`config.mk`:
```
export PLATFORM = sky130hd
export DESIGN_NAME = cvt_calib_regs
export DESIGN_NICKNAME = d
export VERILOG_FILES = /design/src/cvt_pkg.sv /design/src/cvt_fifo.sv /design/src/cvt_calib_regs.sv
export SDC_FILE = /design/constraint.sdc
export NUM_CORES = 1
export LEC_CHECK = 0
export BUFFER_PORTS_ARGS = -buffer_cell sky130_fd_sc_hd__buf_2
export CAP_MARGIN = 20
export CORE_AREA = 2 2 178 180
export CTS_CLUSTER_DIAMETER = 80
export DETAILED_ROUTE_END_ITERATION = 16
export DIE_AREA = 0 0 180 182
export PLACE_DENSITY = 0.85
export SLEW_MARGIN = 10
export SYNTH_ARGS = -nofsm -noshare
export SYNTH_HDL_FRONTEND = slang
export SYNTH_HIERARCHICAL = 1
export SYNTH_SLANG_ARGS = --single-unit
```
`constraint.sdc`:
```
create_clock -name mclk_i -period 4.6 [get_ports mclk_i]
set_input_delay 1.38 -clock mclk_i [delete_from_list [all_inputs] [get_ports mclk_i]]
set_output_delay 1.38 -clock mclk_i [all_outputs]
set_load 0.02 [all_outputs]
```
`src/cvt_pkg.sv`:
```
/*
  Constants, register indices and types of the calibration-vector and trim register bank.
  Assumes a 32-bit AXI4-Lite slave where each register index occupies one word (byte = 4*index).
*/
package cvt_pkg;
  // AXI4-Lite shape
  localparam int ADDR_W = 12;
  localparam int DATA_W = 32;
  localparam logic [1:0] RESP_OKAY = 2'h0;
  localparam logic [1:0] RESP_SLVERR = 2'h2;

  // Register indices; byte address is four times the index
  localparam logic [7:0] IDX_PORT_EN = 8'h70;
  localparam logic [7:0] IDX_VECTOR = 8'h71;
  localparam logic [7:0] IDX_GAIN_A = 8'h7A;
  localparam logic [7:0] IDX_GAIN_B = 8'h7B;
  localparam logic [7:0] IDX_BANDGAP = 8'h7C;
  localparam logic [7:0] IDX_TERM_A = 8'h7E;
  localparam logic [7:0] IDX_TERM_B = 8'h7F;
  localparam logic [7:0] IDX_STATUS = 8'h80;
  localparam logic [7:0] IDX_STREAM = 8'h81;
  localparam logic [7:0] IDX_ALIAS_LO = 8'h72;
  localparam logic [7:0] IDX_ALIAS_HI = 8'h79;

  // Field positions
  localparam int PORT_EN_BIT = 0;
  localparam int HOLD_BIT = 0;
  localparam int ST_HALTED_BIT = 0;
  localparam int ST_COMPLETE_BIT = 1;
  localparam int ST_FIFO_EMPTY_BIT = 2;
  localparam int BANDGAP_ADJUST_MSB = 3;

  // Reset values
  localparam logic [7:0] RST_BYTE = 8'h00;
  localparam logic [9:0] RST_INDEX = 10'h000;

  // Calibration vector length
  localparam logic [9:0] VECTOR_LAST = 10'h2A0;
  localparam logic [9:0] INDEX_STEP = 10'h001;
  localparam int INDEX_W = 10;

  // Write buffer
  localparam int FIFO_DEPTH = 16;
  localparam int FIFO_W = 18;

  typedef enum logic [1:0] {
    RD_IDLE = 2'b00,
    RD_DRAIN = 2'b01,
    RD_FETCH = 2'b10,
    RD_RESP = 2'b11
  } cvt_rd_state_t;
endpackage

```
`src/cvt_fifo.sv`:
```
/*
  Synchronous FIFO with a registered output stage, used to buffer restore bytes.
  Assumes one clock; the drain side may stall via out_ready_i at any time.
*/
`timescale 1ns/1ps
module cvt_fifo #(
  parameter int WIDTH = 18,
  parameter int DEPTH = 16
) (
  input wire logic mclk_i,
  input wire logic arst_n_i,
  input wire logic in_valid_i,
  output logic in_ready_o,
  input wire logic [WIDTH-1:0] in_data_i,
  output logic out_valid_o,
  input wire logic out_ready_i,
  output logic [WIDTH-1:0] out_data_o,
  output logic empty_o
);
  localparam int PW = $clog2(DEPTH);

  logic [WIDTH-1:0] mem [DEPTH];
  logic [PW-1:0] wr_ptr;
  logic [PW-1:0] rd_ptr;
  logic [PW:0] count;
  logic push;
  logic pop;

  assign in_ready_o = (count != DEPTH[PW:0]);
  assign push = in_valid_i && in_ready_o;
  // Refill the output stage whenever it is free or being taken
  assign pop = (count != '0) && (!out_valid_o || out_ready_i);
  assign empty_o = (count == '0) && !out_valid_o;

  always_ff @(posedge mclk_i) begin
    if (push) begin
      mem[wr_ptr] <= in_data_i;
    end
  end

  always_ff @(posedge mclk_i or negedge arst_n_i) begin
    if (!arst_n_i) begin
      wr_ptr <= '0;
      rd_ptr <= '0;
      count <= '0;
    end else begin
      if (push) begin
        wr_ptr <= wr_ptr + 1'b1;
      end
      if (pop) begin
        rd_ptr <= rd_ptr + 1'b1;
      end
      if (push && !pop) begin
        count <= count + 1'b1;
      end else if (pop && !push) begin
        count <= count - 1'b1;
      end
    end
  end

  always_ff @(posedge mclk_i or negedge arst_n_i) begin
    if (!arst_n_i) begin
      out_valid_o <= 1'b0;
      out_data_o <= '0;
    end else if (pop) begin
      out_valid_o <= 1'b1;
      out_data_o <= mem[rd_ptr];
    end else if (out_ready_i) begin
      out_valid_o <= 1'b0;
    end
  end
endmodule

```
`src/cvt_calib_regs.sv`:
```
/*
  Calibration-vector save/restore port and fuse-initialised trim registers behind AXI4-Lite.
  Assumes the calibration engine serves byte reads by index and accepts indexed restore bytes,
  and that fuse values are stable at reset release.
*/
// Register access over AXI4-Lite was left to the implementer.
`timescale 1ns/1ps
// Summary of operation
// - With port enabled, each vector port read returns the next stored calibration byte.
// - Restore is 673 writes; each byte goes to the next store position.
// - With address hold set, incrementing streaming accesses up to IDX_ALIAS_HI keep hitting the vector port.
// - Trims load factory fuse values after reset, readable and overwritable.
// - Gain trim A, 8 bits, fuse default, drives input A gain.
// - Gain trim B, 8 bits, fuse default, drives input B gain.
// - Band-gap trim in bits 3:0, upper bits reserved, fuse default.
// - Termination trim A, 8 bits, fuse default, drives input A termination.
// - Termination trim B, fuse default, drives input B termination.
// - Bit 0 of the enable register gates all vector port access.
module cvt_calib_regs
  import cvt_pkg::*;
(
  input wire logic mclk_i,
  input wire logic arst_n_i,
  input wire logic [ADDR_W-1:0] s_axi_awaddr_i,
  input wire logic [2:0] s_axi_awprot_i,
  input wire logic s_axi_awvalid_i,
  output logic s_axi_awready_o,
  input wire logic [DATA_W-1:0] s_axi_wdata_i,
  input wire logic [3:0] s_axi_wstrb_i,
  input wire logic s_axi_wvalid_i,
  output logic s_axi_wready_o,
  output logic [1:0] s_axi_bresp_o,
  output logic s_axi_bvalid_o,
  input wire logic s_axi_bready_i,
  input wire logic [ADDR_W-1:0] s_axi_araddr_i,
  input wire logic [2:0] s_axi_arprot_i,
  input wire logic s_axi_arvalid_i,
  output logic s_axi_arready_o,
  output logic [DATA_W-1:0] s_axi_rdata_o,
  output logic [1:0] s_axi_rresp_o,
  output logic s_axi_rvalid_o,
  input wire logic s_axi_rready_i,
  input wire logic calib_halted_flag_i,
  output logic cal_port_en_o,
  output logic addr_hold_o,
  output logic [INDEX_W-1:0] cal_index_o,
  output logic cal_rd_req_o,
  input wire logic [7:0] cal_rd_data_i,
  input wire logic cal_rd_valid_i,
  output logic cal_wr_valid_o,
  output logic [7:0] cal_wr_data_o,
  output logic [INDEX_W-1:0] cal_wr_index_o,
  input wire logic cal_wr_ready_i,
  input wire logic [7:0] fuse_gain_a_i,
  input wire logic [7:0] fuse_gain_b_i,
  input wire logic [3:0] fuse_bandgap_i,
  input wire logic [7:0] fuse_term_a_i,
  input wire logic [7:0] fuse_term_b_i,
  output logic [7:0] gain_adjust_a_o,
  output logic [7:0] gain_adjust_b_o,
  output logic [3:0] bandgap_adjust_o,
  output logic [7:0] termination_adjust_a_o,
  output logic [7:0] termination_adjust_b_o
);

  ////////////////////////////////////////////////////////////////////////////////
  // Declarations

  cvt_rd_state_t rd_state;
  logic [ADDR_W-1:0] aw_addr;
  logic [7:0] w_byte, bandgap_adjust, wr_idx, rd_idx;
  logic [FIFO_W-1:0] fifo_out;
  logic aw_got, w_got, w_lane0, fuse_loaded, vector_complete, fifo_in_ready, fifo_empty;
  logic wr_is_vec, rd_is_vec, wr_pending, wr_vec_take, wr_stall, wr_commit, wr_reg;
  logic push, rd_advance, advance, en_rise, ar_hs;
  function automatic logic is_vec(input logic [ADDR_W-1:0] a, input logic hold);
    logic [7:0] i;
    i = a[9:2];
    return (a[11:10] == 2'h0) && ((i == IDX_VECTOR) ||
           (hold && (i >= IDX_ALIAS_LO) && (i <= IDX_ALIAS_HI)));
  endfunction

  function automatic logic is_mapped(input logic [ADDR_W-1:0] a, input logic hold);
    logic [7:0] i;
    i = a[9:2];
    return is_vec(a, hold) || ((a[11:10] == 2'h0) &&
           ((i == IDX_PORT_EN) || (i == IDX_GAIN_A) || (i == IDX_GAIN_B) ||
            (i == IDX_BANDGAP) || (i == IDX_TERM_A) || (i == IDX_TERM_B) ||
            (i == IDX_STATUS) || (i == IDX_STREAM)));
  endfunction

  ////////////////////////////////////////////////////////////////////////////////
  // Write channel capture

  assign wr_idx = aw_addr[9:2];
  assign rd_idx = s_axi_araddr_i[9:2];
  assign wr_is_vec = is_vec(aw_addr, addr_hold_o);
  assign rd_is_vec = is_vec(s_axi_araddr_i, addr_hold_o);
  assign wr_pending = aw_got && w_got && !s_axi_bvalid_o;
  // Disabled port swallows the write
  assign wr_vec_take = wr_pending && wr_is_vec && cal_port_en_o && w_lane0;
  // Hold the response rather than drop a byte; full buffer back-pressures the bus
  assign wr_stall = wr_vec_take && (!fifo_in_ready || rd_state == RD_FETCH);
  assign wr_commit = wr_pending && !wr_stall;
  // Upper address bits set: answered with an error, no register may change
  assign wr_reg = wr_commit && w_lane0 && !wr_is_vec && (aw_addr[11:10] == 2'h0);
  assign push = wr_vec_take && !wr_stall;
  assign rd_advance = (rd_state == RD_FETCH) && cal_rd_valid_i;
  assign advance = push || rd_advance;
  assign en_rise = wr_reg && (wr_idx == IDX_PORT_EN) && w_byte[PORT_EN_BIT] && !cal_port_en_o;
  assign ar_hs = s_axi_arvalid_i && s_axi_arready_o;

  always_ff @(posedge mclk_i or negedge arst_n_i) begin
    if (!arst_n_i) begin
      aw_got <= 1'b0;
      s_axi_awready_o <= 1'b1;
      aw_addr <= '0;
    end else if (s_axi_awvalid_i && s_axi_awready_o) begin
      aw_got <= 1'b1;
      s_axi_awready_o <= 1'b0;
      aw_addr <= s_axi_awaddr_i;
    end else if (s_axi_bvalid_o && s_axi_bready_i) begin
      aw_got <= 1'b0;
      s_axi_awready_o <= 1'b1;
    end
  end

  always_ff @(posedge mclk_i or negedge arst_n_i) begin
    if (!arst_n_i) begin
      w_got <= 1'b0;
      s_axi_wready_o <= 1'b1;
      w_byte <= RST_BYTE;
      w_lane0 <= 1'b0;
    end else if (s_axi_wvalid_i && s_axi_wready_o) begin
      w_got <= 1'b1;
      s_axi_wready_o <= 1'b0;
      w_byte <= s_axi_wdata_i[7:0];
      w_lane0 <= s_axi_wstrb_i[0];
    end else if (s_axi_bvalid_o && s_axi_bready_i) begin
      w_got <= 1'b0;
      s_axi_wready_o <= 1'b1;
    end
  end

  always_ff @(posedge mclk_i or negedge arst_n_i) begin
    if (!arst_n_i) begin
      s_axi_bvalid_o <= 1'b0;
      s_axi_bresp_o <= RESP_OKAY;
    end else if (wr_commit) begin
      s_axi_bvalid_o <= 1'b1;
      s_axi_bresp_o <= is_mapped(aw_addr, addr_hold_o) ? RESP_OKAY : RESP_SLVERR;
    end else if (s_axi_bready_i) begin
      s_axi_bvalid_o <= 1'b0;
    end
  end

  ////////////////////////////////////////////////////////////////////////////////
  // Control and trim registers

  always_ff @(posedge mclk_i or negedge arst_n_i) begin
    if (!arst_n_i) begin
      cal_port_en_o <= 1'b0;
      addr_hold_o <= 1'b0;
    end else if (wr_reg) begin
      if (wr_idx == IDX_PORT_EN) begin
        cal_port_en_o <= w_byte[PORT_EN_BIT];
      end
      if (wr_idx == IDX_STREAM) begin
        addr_hold_o <= w_byte[HOLD_BIT];
      end
    end
  end

  // Fuses are caught one edge after reset release, never by the reset itself
  always_ff @(posedge mclk_i or negedge arst_n_i) begin
    if (!arst_n_i) begin
      fuse_loaded <= 1'b0;
      gain_adjust_a_o <= RST_BYTE;
      gain_adjust_b_o <= RST_BYTE;
      bandgap_adjust <= RST_BYTE;
      termination_adjust_a_o <= RST_BYTE;
      termination_adjust_b_o <= RST_BYTE;
    end else if (!fuse_loaded) begin
      fuse_loaded <= 1'b1;
      gain_adjust_a_o <= fuse_gain_a_i;
      gain_adjust_b_o <= fuse_gain_b_i;
      bandgap_adjust <= {4'h0, fuse_bandgap_i};
      termination_adjust_a_o <= fuse_term_a_i;
      termination_adjust_b_o <= fuse_term_b_i;
    end else if (wr_reg) begin
      unique case (wr_idx)
        IDX_GAIN_A: gain_adjust_a_o <= w_byte;
        IDX_GAIN_B: gain_adjust_b_o <= w_byte;
        IDX_BANDGAP: bandgap_adjust <= w_byte;
        IDX_TERM_A: termination_adjust_a_o <= w_byte;
        IDX_TERM_B: termination_adjust_b_o <= w_byte;
        default: ;
      endcase
    end
  end

  // Reserved upper bits are stored but steer nothing
  assign bandgap_adjust_o = bandgap_adjust[BANDGAP_ADJUST_MSB:0];

  ////////////////////////////////////////////////////////////////////////////////
  // Vector byte index

  always_ff @(posedge mclk_i or negedge arst_n_i) begin
    if (!arst_n_i) begin
      cal_index_o <= RST_INDEX;
    end else if (en_rise) begin
      cal_index_o <= RST_INDEX;
    end else if (advance) begin
      cal_index_o <= (cal_index_o == VECTOR_LAST) ? RST_INDEX :
                     cal_index_o + INDEX_STEP;
    end
  end

  // Set on the last byte wins over the clear on a fresh enable
  always_ff @(posedge mclk_i or negedge arst_n_i) begin
    if (!arst_n_i) begin
      vector_complete <= 1'b0;
    end else if (advance && cal_index_o == VECTOR_LAST) begin
      vector_complete <= 1'b1;
    end else if (en_rise || (advance && cal_index_o == RST_INDEX)) begin
      vector_complete <= 1'b0;
    end
  end

  ////////////////////////////////////////////////////////////////////////////////
  // Read channel

  function automatic logic [7:0] reg_value(input logic [7:0] i);
    unique case (i)
      IDX_PORT_EN: reg_value = {7'h00, cal_port_en_o};
      IDX_GAIN_A: reg_value = gain_adjust_a_o;
      IDX_GAIN_B: reg_value = gain_adjust_b_o;
      IDX_BANDGAP: reg_value = bandgap_adjust;
      IDX_TERM_A: reg_value = termination_adjust_a_o;
      IDX_TERM_B: reg_value = termination_adjust_b_o;
      IDX_STATUS: reg_value = {5'h00, fifo_empty, vector_complete, calib_halted_flag_i};
      IDX_STREAM: reg_value = {7'h00, addr_hold_o};
      default: reg_value = RST_BYTE;
    endcase
  endfunction

  always_ff @(posedge mclk_i or negedge arst_n_i) begin
    if (!arst_n_i) begin
      rd_state <= RD_IDLE;
      s_axi_arready_o <= 1'b1;
      s_axi_rvalid_o <= 1'b0;
      s_axi_rdata_o <= '0;
      s_axi_rresp_o <= RESP_OKAY;
      cal_rd_req_o <= 1'b0;
    end else begin
      cal_rd_req_o <= 1'b0;
      unique case (rd_state)
        RD_IDLE: begin
          if (ar_hs) begin
            s_axi_arready_o <= 1'b0;
            s_axi_rresp_o <= is_mapped(s_axi_araddr_i, addr_hold_o) ? RESP_OKAY : RESP_SLVERR;
            if (rd_is_vec && cal_port_en_o) begin
              rd_state <= RD_DRAIN;
            end else begin
              // Disabled port and unmapped addresses read as zero
              s_axi_rdata_o <= (rd_is_vec || s_axi_araddr_i[11:10] != 2'h0) ? '0 :
                               {24'h000000, reg_value(rd_idx)};
              s_axi_rvalid_o <= 1'b1;
              rd_state <= RD_RESP;
            end
          end
        end
        RD_DRAIN: begin
          // Pending restore bytes land first so the index stays in order
          if (fifo_empty && !push) begin
            cal_rd_req_o <= 1'b1;
            rd_state <= RD_FETCH;
          end
        end
        RD_FETCH: begin
          if (cal_rd_valid_i) begin
            s_axi_rdata_o <= {24'h000000, cal_rd_data_i};
            s_axi_rvalid_o <= 1'b1;
            rd_state <= RD_RESP;
          end
        end
        RD_RESP: begin
          if (s_axi_rready_i) begin
            s_axi_rvalid_o <= 1'b0;
            s_axi_arready_o <= 1'b1;
            rd_state <= RD_IDLE;
          end
        end
      endcase
    end
  end

  ////////////////////////////////////////////////////////////////////////////////
  // Restore buffer toward the calibration engine

  cvt_fifo #(
    .WIDTH(FIFO_W),
    .DEPTH(FIFO_DEPTH)
  ) u_restore_fifo (
    .mclk_i(mclk_i),
    .arst_n_i(arst_n_i),
    .in_valid_i(push),
    .in_ready_o(fifo_in_ready),
    .in_data_i({cal_index_o, w_byte}),
    .out_valid_o(cal_wr_valid_o),
    .out_ready_i(cal_wr_ready_i),
    .out_data_o(fifo_out),
    .empty_o(fifo_empty)
  );

  assign cal_wr_data_o = fifo_out[7:0];
  assign cal_wr_index_o = fifo_out[FIFO_W-1:8];
endmodule

```
==> impl.org, run 1 <==
** Run status
- Outcome :: finished, final reports clean

** Place
- Number of placed cells counting well taps :: approximately 1.6k
- RePlAce Congestion :: roughly 0.9
- Detailed placement finished with a half-perimeter wire length of ~25,000 um.
- The count of buffers added on input and output ports is around 170.

** Clocking
- The longest clock path from root to sink contains 3 buffers.
- Once the clock tree was built, the resizer swapped 0 gates to a different size.
- Clock tree from TritonCTS :: yes
- After clock tree synthesis, the clock-pin slew on the worst setup and hold paths is ~0.06 ns.
- Number of sinks handled by clock tree synthesis :: ~410
- CTS Root Buffer Type :: sky130_fd_sc_hd__clkbuf_16
- Number of H-tree levels :: 2
- Latest clock arrival within the worst-skew pair :: 0.54 ns
- The number of clock buffers added by TritonCTS is 40.
- Hold bufs inserted after CTS :: 0
- Post-CTS timing repair inserted 0 buffers for setup.

** STA
- Tightest Pin Transition :: around 1.1 ns
- Final hold violation count :: 0
- Worst clock skew on the final layout :: around 0.018 ns
- Setup repair after global routing left no endpoint under its margin.
- The worst path uses 87.9% of the clock period.
- Setup violations, final :: 0
- Static timing analysis puts the maximum clock frequency at approximately 250 MHz.
- After layout, the minimum clock period comes to 4.04 ns.
- Summed negative setup slack over all endpoints :: 0 ns
- Worst max-slew margin expressed relative to the limit :: 29.6%
- Max-slew violation total from the final report :: 0

** Finish
- Compared with the post-synthesis result, the final layout area differs by 14.5%.
- The number of antenna diodes in the final layout is 0.
- The net count of the finished layout is approximately 1.4k.
- Non-filler instance count after layout :: roughly 1.7k
- The post-route netlist has between 20% and 30% of its cells at a drive strength greater than 1.

** Logic synthesis
- Async set-or-reset flop fraction in the synthesized netlist :: 30.3%
- Most numerous cell types in the synthesized netlist :: sky130_fd_sc_hd__edfxtp_1, sky130_fd_sc_hd__dfrtp_1, sky130_fd_sc_hd__a21oi_1
- Synthesis inferred between 400 and 500 register bits.
- The largest total area in the synthesized netlist belongs to sky130_fd_sc_hd__edfxtp_1.
- Yosys warning count :: 6
- Post-synthesis instance area :: ~18,000 um2
- Synthesized area divided by synthesized cell count :: between 15 and 20 um2
- Yosys instantiated no cell more often than sky130_fd_sc_hd__edfxtp_1.
- The synthesized design devotes to its leading area cell type roughly half of total area.
- Count of flip-flops with a built-in enable after synthesis :: between 200 and 300
- In the synthesized netlist the dominant register cell turns out to be sky130_fd_sc_hd__edfxtp_1.
- The netlist uses a little under 70 different library cells.
- In the synthesized netlist, the number of instances is about 1.1k.
- Cells taking the most area after synthesis :: sky130_fd_sc_hd__edfxtp_1, sky130_fd_sc_hd__dfrtp_1, sky130_fd_sc_hd__mux4_2
- Sequential cells were found to cover 66.8% of the synthesized design area.

** Worst hold path
- In this run the worst hold path is classified as reg -> reg.

** Routing
- Average detailed-routed wire length per instance :: approximately 24 um
- Via total after detailed routing :: 10.5k
- Number of design-rule violations left by the first detailed-router iteration :: roughly 860
- Wires add up to about 41,000 um.
- Residual antenna-violating net count after detailed routing :: 0
- For this run, design rule violations remaining after detail routing come to 0.
- 1st-pass router iterations :: 7
- Via count normalized by instance count :: approximately 6

** Floorplan
- Number of cell rows :: between 60 and 70
- Area of the core :: between 30,000 and 40,000 um2
- The initial utilization of the core area, before any placement, comes to a little under three fifths.
- The floorplan step set the die height to about 180 um.
- The die covers approximately 33,000 um2.
- Chip Width :: approximately 180 um
- Pin placement for this block handled approximately 230 I/O pins.

** Job
- Number of max-cap violations :: 0

** Power
- Power share of the combinational group :: 24.0%
- Standby leakage power :: approximately 7.5 nW
- Across the VDD grid, the largest voltage drop is about 0.32 mV.
- Cell internal power was estimated by the tool at between 0.007 and 0.008 W.
- In this run switching power makes up a little under a third of total power.
- For this design the total switching power over the nets is around 0.0036 W.
- Register share of total power :: between 40% and 50%
- Of the total power, the clock network draws between 20 and 30%.
- In this run the power density over the cells is 571 nW/um2.

** Setup path
- In this run the worst path has a maximum fanout of 13.
- The worst setup path is captured at a flop.
- Critical Path Slowest Stage Cell :: sky130_fd_sc_hd__nor3_2
- The worst setup path is of the reg -> reg kind.
- Largest stage delay, worst path :: ~0.8 ns
- Among cell families on the critical path, the largest total delay comes from simple AND/OR/NAND/NOR gates.
- Walking the worst path, the cells encountered are inv_1 -> ha_1 -> nand2b_1 -> nor4b_1 -> a21boi_1 -> nand2_1 -> nor3_2 -> buf_4.
- STA classifies the critical path startpoint as a flop.
- STA puts the critical path data required time at around 4.8 ns.
- For the worst setup path, the data arrival time is roughly 4.3 ns.
- The critical path contains buffers and inverters numbering 2 combined.

** GRT
- GRT overflow :: 0
- Maximum number of pins on one net before global-route repair :: just under 90
- Number of global-route vias before repair :: 10.8k
- The number of antenna violations at the first check in global routing is 0.
- Global Route Usage Sum :: 25.2%
- Global-route wire length before repair :: about 63,000 um
-- kinds of logic (layout without fill, tap and decap cells) --
| logic type | Yosys count | after routing | share of synthesized area (%) |
|---|---|---|---|
| DFF | 413 | 413 | 66.8 |
| other | 2 | 27 | 0.0426 |
| xor gates and xnor gates | 14 | 14 | 0.695 |
| AOI/OAI and AO/OA | 180 | 180 | 6.75 |
| buffers and inverters | 103 | 282 | 3.23 |
| and+or+nand+nor | 207 | 207 | 6.02 |
| muxes | 174 | 174 | 15.3 |
| adders and majority gates | 16 | 16 | 1.18 |
-- cell usage in the layout (no fill, tap or decap), types with 5 or more instances in the layout --
cell | synthesis | layout
sky130_fd_sc_hd__dfrtp_1 | 122 | 118
sky130_fd_sc_hd__buf_2 | 14 | 164
sky130_fd_sc_hd__bufinv_16 | 0 | 6
sky130_fd_sc_hd__nor4_1 | 5 | 5
sky130_fd_sc_hd__mux4_2 | 73 | 73
sky130_fd_sc_hd__clkbuf_1 | 34 | 5
sky130_fd_sc_hd__inv_1 | 13 | 13
sky130_fd_sc_hd__a21oi_1 | 85 | 85
sky130_fd_sc_hd__nor3_1 | 14 | 10
sky130_fd_sc_hd__mux2_2 | 35 | 35
sky130_fd_sc_hd__nor2b_1 | 27 | 27
sky130_fd_sc_hd__clkinv_1 | 0 | 9
sky130_fd_sc_hd__a22oi_1 | 7 | 7
sky130_fd_sc_hd__nand2_1 | 33 | 33
sky130_fd_sc_hd__nand3_1 | 6 | 6
sky130_fd_sc_hd__mux2i_1 | 65 | 65
sky130_fd_sc_hd__o21ai_0 | 16 | 16
sky130_fd_sc_hd__xor2_1 | 7 | 7
sky130_fd_sc_hd__buf_4 | 32 | 29
sky130_fd_sc_hd__clkbuf_16 | 0 | 41
sky130_fd_sc_hd__or3_1 | 5 | 5
sky130_fd_sc_hd__conb_1 | 2 | 27
sky130_fd_sc_hd__clkinv_2 | 0 | 7
sky130_fd_sc_hd__a211o_1 | 18 | 18
sky130_fd_sc_hd__ha_1 | 15 | 15
sky130_fd_sc_hd__nor2_1 | 80 | 80
sky130_fd_sc_hd__edfxtp_1 | 288 | 288
sky130_fd_sc_hd__xnor2_1 | 7 | 7
sky130_fd_sc_hd__a22o_1 | 23 | 23
sky130_fd_sc_hd__nand2b_1 | 8 | 8
-- per-layer routing --
layer | up-vias | wire [um] | GRT usage (%)
li1 | 4581 | - | -
met1 | 5318 | 15900 | 33.5
met2 | 555 | 21000 | 42.5
met3 | 86 | 3260 | 4.39
met4 | 0 | 1060 | 8.46
met5 | - | 0 | 0
-- cell type report --
class	instances	area (um2)
Multi-Input combinational cell	618	5420
Clock inverter	25	275
Timing Repair Buffer	196	1090
Sequential cell	413	11800
Inverter	13	48.8
Tap cell	402	503
Clock buffer	48	1070
Fill cell	2039	10800
-- metrics by stage --
| stage | util, % | hold WS [ns] | total power, W | cell area, um2 | worst slack (ns) |
|---|---|---|---|---|---|
| final | 65.2 | 0.478 | 0.0115 | 20200 | 0.558 |
| after global routing | 65.2 | 0.496 | 0.0120 | 20200 | 0.379 |
| after CTS | 65.1 | 0.481 | 0.0116 | 20200 | 0.542 |
| after detailed placement | 60.8 | 0.460 | 0.00818 | 18800 | 0.659 |
| after global placement | 60.8 | 0.460 | 0.00802 | 18800 | 0.841 |
| after floorplan | - | 0.447 | 0.00730 | 17700 | 0.994 |
-- worst paths after layout --
kind | startpoint | to | slack (ns) | depth (start not counted)
worst max register to register | rd_state[0]$_DFFE_PN0P_ | u_restore_fifo/mem[0][17]$_DFFE_PP_ | 0.56 | 8
worst max-delay path | rd_state[0]$_DFFE_PN0P_ | u_restore_fifo/mem[0][17]$_DFFE_PP_ | 0.56 | 8
worst min register to register | s_axi_rresp_o[1]$_DFFE_PN0P_ | s_axi_rresp_o[1]$_DFFE_PN0P_ | 0.48 | 1
worst min-delay path | s_axi_rresp_o[1]$_DFFE_PN0P_ | s_axi_rresp_o[1]$_DFFE_PN0P_ | 0.48 | 1
min in group asynchronous | arst_n_i | cal_rd_req_o$_DFF_PN0_ | 0.94 | 1
max in group asynchronous | arst_n_i | w_byte[2]$_DFFE_PN0P_ | 2.79 | 2
-- power groups by stage --
stage	sequential [W]	clock (W)	combinational (W)
2_1_floorplan	0.00522	0	0.00209
6_report	0.00538	0.00338	0.00277
5_1_grt	0.00546	0.00355	0.00299
4_1_cts	0.00538	0.00340	0.00278
3_5_place_dp	0.00545	0	0.00273
3_3_place_gp	0.00540	0	0.00262
-- sequential cells by signal, summed over array words and instances (netlist names), 5 cells and up --
name                       cells
aw_addr                       10
bandgap_adjust                 8
cal_index_o                   10
gain_adjust_a_o                8
gain_adjust_b_o                8
s_axi_rdata_o                  8
termination_adjust_a_o         8
termination_adjust_b_o         8
u_restore_fifo/count           5
u_restore_fifo/mem           288
u_restore_fifo/out_data_o     18
w_byte                         8
No activity file was read; power rests on OpenSTA's default activity.
==> run 2, diff against run 1 <==
--- a/config.mk
+++ b/config.mk
@@ -7,11 +7,11 @@
 export LEC_CHECK = 0
 export BUFFER_PORTS_ARGS = -buffer_cell sky130_fd_sc_hd__buf_2
 export CAP_MARGIN = 20
-export CORE_AREA = 2 2 178 180
+export CORE_AREA = 2 2 202 204
 export CTS_CLUSTER_DIAMETER = 80
 export DETAILED_ROUTE_END_ITERATION = 16
-export DIE_AREA = 0 0 180 182
-export PLACE_DENSITY = 0.85
+export DIE_AREA = 0 0 204 206
+export PLACE_DENSITY = 0.7
 export SLEW_MARGIN = 10
 export SYNTH_ARGS = -nofsm -noshare
 export SYNTH_HDL_FRONTEND = slang
==> run 2 against run 1 <==
  * Total power is 0.15% higher
  * Largest power group unchanged
  * Clock skew is essentially flat
  * Non-clock buffer count is the same
  * First-iteration DRC count down 19%
  * Global-route usage fell by 5.4 points
  * Register-to-register slack improved by 0.67 ns
  * Highest routed layer is now met5
  * Wire length fell by 1.2%
  * Count of clock-buffer cells in the layout increased by 17
  * Maximum frequency increased by 20%
==> impl.org, run 2 (synthesis results as in run 1) <==
** Run status
- Outcome :: finished, final reports clean

** Finish
- Net count reported at finish :: 1,421 (+0.21%)
- The storage element area is 11,800 um2 (about the same).
- Area of the multi-input gates :: 5430 um2 (+0.23%)
- Biggest regs :: u_restore_fifo/mem (288), u_restore_fifo/out_data_o (18)
- The fill cell instance count of the final layout was 3,368 (+65%).
- The share of the core filled with cells in the final layout was 50.8% (-14 points).
- Share of post-route cells with drive strength above 1 :: 29.5% (+0.25 points)
- Area grow syn2layout :: 15.8%
- Register bank with the most flops :: u_restore_fifo/mem
- Flip-flop count of the largest register, all copies and words added :: 288 (unchanged)
- Commonest non-fill, non-tap cells in the layout :: sky130_fd_sc_hd__edfxtp_1, sky130_fd_sc_hd__buf_2, sky130_fd_sc_hd__dfrtp_1
- The cell area after layout was 20,400 um2 (+1.1%).
- The library cell used most frequently in the layout, excluding fill and tap cells, is sky130_fd_sc_hd__edfxtp_1.

** Floorplan
- The vertical die dimension came to 206 um (+13%).
- The total die area was 42,000 um2 (+28%).
- Number of cell rows :: 74 (+14%)
- Chip Width :: 204 um (+13%)
- The core region area is 40,200 um2 (+30%).
- Initial Utilization :: 43.9% (-13 points)
- I/O pin count :: 229 (unchanged)

** Setup path
- The data arrival time of the critical path is 3.84 ns (-0.42 ns).
- The worst setup path is captured at a flop.
- The startpoint identified for the worst register-to-register timing path is rd_state[0]$_DFFE_PN0P_.
- Critical path required time :: 5.06 ns (+0.24 ns)
- Critical-path maximum fanout :: 13 (unchanged)
- Depth of the most critical reg-to-reg path :: 13 (+5)
- Type of the worst setup path :: reg -> reg
- STA classifies the critical path startpoint as a flop.
- The most critical setup path has its startpoint at rd_state[0]$_DFFE_PN0P_.

** STA
- The final setup TNS is 0 ns (unchanged).
- Worst max-slew margin expressed relative to the limit :: 34.8% (+5.2 points)
- The total of endpoints with negative setup slack in the final report came to 0 (unchanged).
- Time the worst path needs with I/O delays and setup :: 3.38 ns (-0.666 ns)
- Setup repair after global routing left no endpoint under its margin.
- The worst hold margin came to 0.491 ns (+0.0125 ns).
- The number of max-slew violations in the final report was 0 (unchanged).
- The highest attainable clock frequency came to 296 MHz (+20%).
- The final number of hold-violating endpoints came to 0 (unchanged).
- Tightest Pin Transition :: 0.971 ns (-0.0854 ns)
- The share of the clock period used by the worst path is 73.4% (-14 points).
- Worst clock skew on the final layout :: 0.0177 ns (+0.0000166 ns)

** Clocking
- Clock tree from TritonCTS :: yes
- The clock network latency to the later pin of the worst-skew pair is 0.54 ns (about the same).
- The number of sinks on the clock net came to 413 (unchanged).
- Hold bufs inserted after CTS :: 0 (unchanged)
- Clock buffer depth :: 3 (unchanged)
- Setup Buffers After CTS :: 0 (unchanged)
- Clock tree synthesis selected as its root buffer the cell sky130_fd_sc_hd__clkbuf_16.
- The number of CTS-inserted buffers came to 43 (+7.5%).
- The H-tree depth is 2 (unchanged).
- Number of instances resized during post-cts repair :: 0 (unchanged)
- CTS clk-pin slew, worst paths :: 0.06 ns (about the same)

** GRT
- The overall overflow remaining after global route was 0 (unchanged).
- Global-route wire length before repair :: 62,700 um (-0.99%)
- Maximum number of pins on one net before global-route repair :: 81 (-8.0%)
- Number of antenna violations at the first check in global routing :: 3 (+3)
- The total routing usage reported by global routing was 19.7% (-5.4 points).
- Number of global-route vias before repair :: 10.5k (-2.3%)

** Worst hold path
- In this run the most critical hold path is launched from s_axi_awready_o$_DFFE_PN1P_.
- The cell depth of the worst min-delay path is 1 (unchanged).
- Path category of the worst min-delay check :: reg -> reg

** Routing
- Post-route DRC :: 0 (unchanged)
- Average detailed-routed wire length per instance :: 22.0 um (-8.5%)
- The residual antenna-violating net count after detailed routing was 0 (unchanged).
- The via count came to 10.3k (-2.3%).
- Via count normalized by instance count :: 5.56 (-9.5%)
- Total wire length after detailed routing :: 40,800 um (-1.2%)
- 1st-pass router iterations :: 5 (-2)
- The number of DRC violations after detailed-routing iteration 0 was 697 (-19%).

** Power
- Worst vdd rail ir drop :: 0.305 mV (-6.1%)
- The power density normalized to cell area was 566 nW/um2 (-0.98%).
- Standby leakage power :: 7.56 nW (+0.37%)

** Place
- The count of port buffers added during placement was 165 (unchanged).
- Hpwl dp :: 25,100 um (-0.60%)
- The instance area at placement is 19,000 um2 (+1.0%).
- RePlAce Congestion :: 0.829 (-9.9%)

** Job
- Number of max-cap violations :: 0 (unchanged)
==> run 2: worst max-delay path, cell delays in order, from the launching register on <==
cell and delay [ns]:
sky130_fd_sc_hd__dfrtp_1 0.37, sky130_fd_sc_hd__inv_1 0.09, sky130_fd_sc_hd__ha_1 0.39, sky130_fd_sc_hd__nand2b_1 0.29, sky130_fd_sc_hd__nor4b_1 0.27, sky130_fd_sc_hd__a21boi_1 0.20, sky130_fd_sc_hd__buf_4 0.18, sky130_fd_sc_hd__ha_1 0.17
sky130_fd_sc_hd__inv_1 0.11, sky130_fd_sc_hd__fa_1 0.42, sky130_fd_sc_hd__a21o_1 0.20, sky130_fd_sc_hd__a21oi_1 0.22, sky130_fd_sc_hd__mux2i_1 0.25, sky130_fd_sc_hd__xnor2_1 0.13
==> run 2: final cells by class <==
type	instances	share of cell area [%]
diodes	1	0.0123
clock buffers	65	6.17
clock inverters	14	0.680
inverters	13	0.239
multi-input cells	618	26.6
flip-flops and latches	413	57.7
well taps	532	3.26
repair buffers	196	5.34
==> run 2: stage by stage <==
stage | power, W | instances | setup slack [ns]
finish | 0.0116 | 1852 | 1.22
global route | 0.0121 | 1851 | 0.923
CTS | 0.0116 | 1850 | 1.23
detailed placement | 0.00822 | 1771 | 1.24
global placement | 0.00812 | 1771 | 1.33
floorplan | 0.00730 | 1134 | 0.994
==> run 2: worst paths after layout <==
check                                                      end  slack (ns)
max in group asynchronous          s_axi_awready_o$_DFFE_PN1P_        2.84
setup reg to reg           u_restore_fifo/count[4]$_DFFE_PN0P_        1.22
hold reg to reg                    s_axi_awready_o$_DFFE_PN1P_        0.49
min in group asynchronous           cal_index_o[6]$_DFFE_PN0P_        0.87
hold / removal                     s_axi_awready_o$_DFFE_PN1P_        0.49
setup / recovery           u_restore_fifo/count[4]$_DFFE_PN0P_        1.22
==> run 2: per-layer routing <==
metal	vias to the layer above	GRT usage [%]	wire length, um
met5	-	0	11
met4	2	5.82	1000
met3	72	4.45	3130
met2	383	32.8	19700
met1	5255	26.2	17000
li1	4588	-	-
==> run 2: power breakdown <==
group	internal, W	leakage [nW]	total [W]	switching, W
sequential	0.00457	4.04	0.00547	0.000894
clock	0.00206	0.688	0.00343	0.00137
combinational	0.00132	2.83	0.00266	0.00134
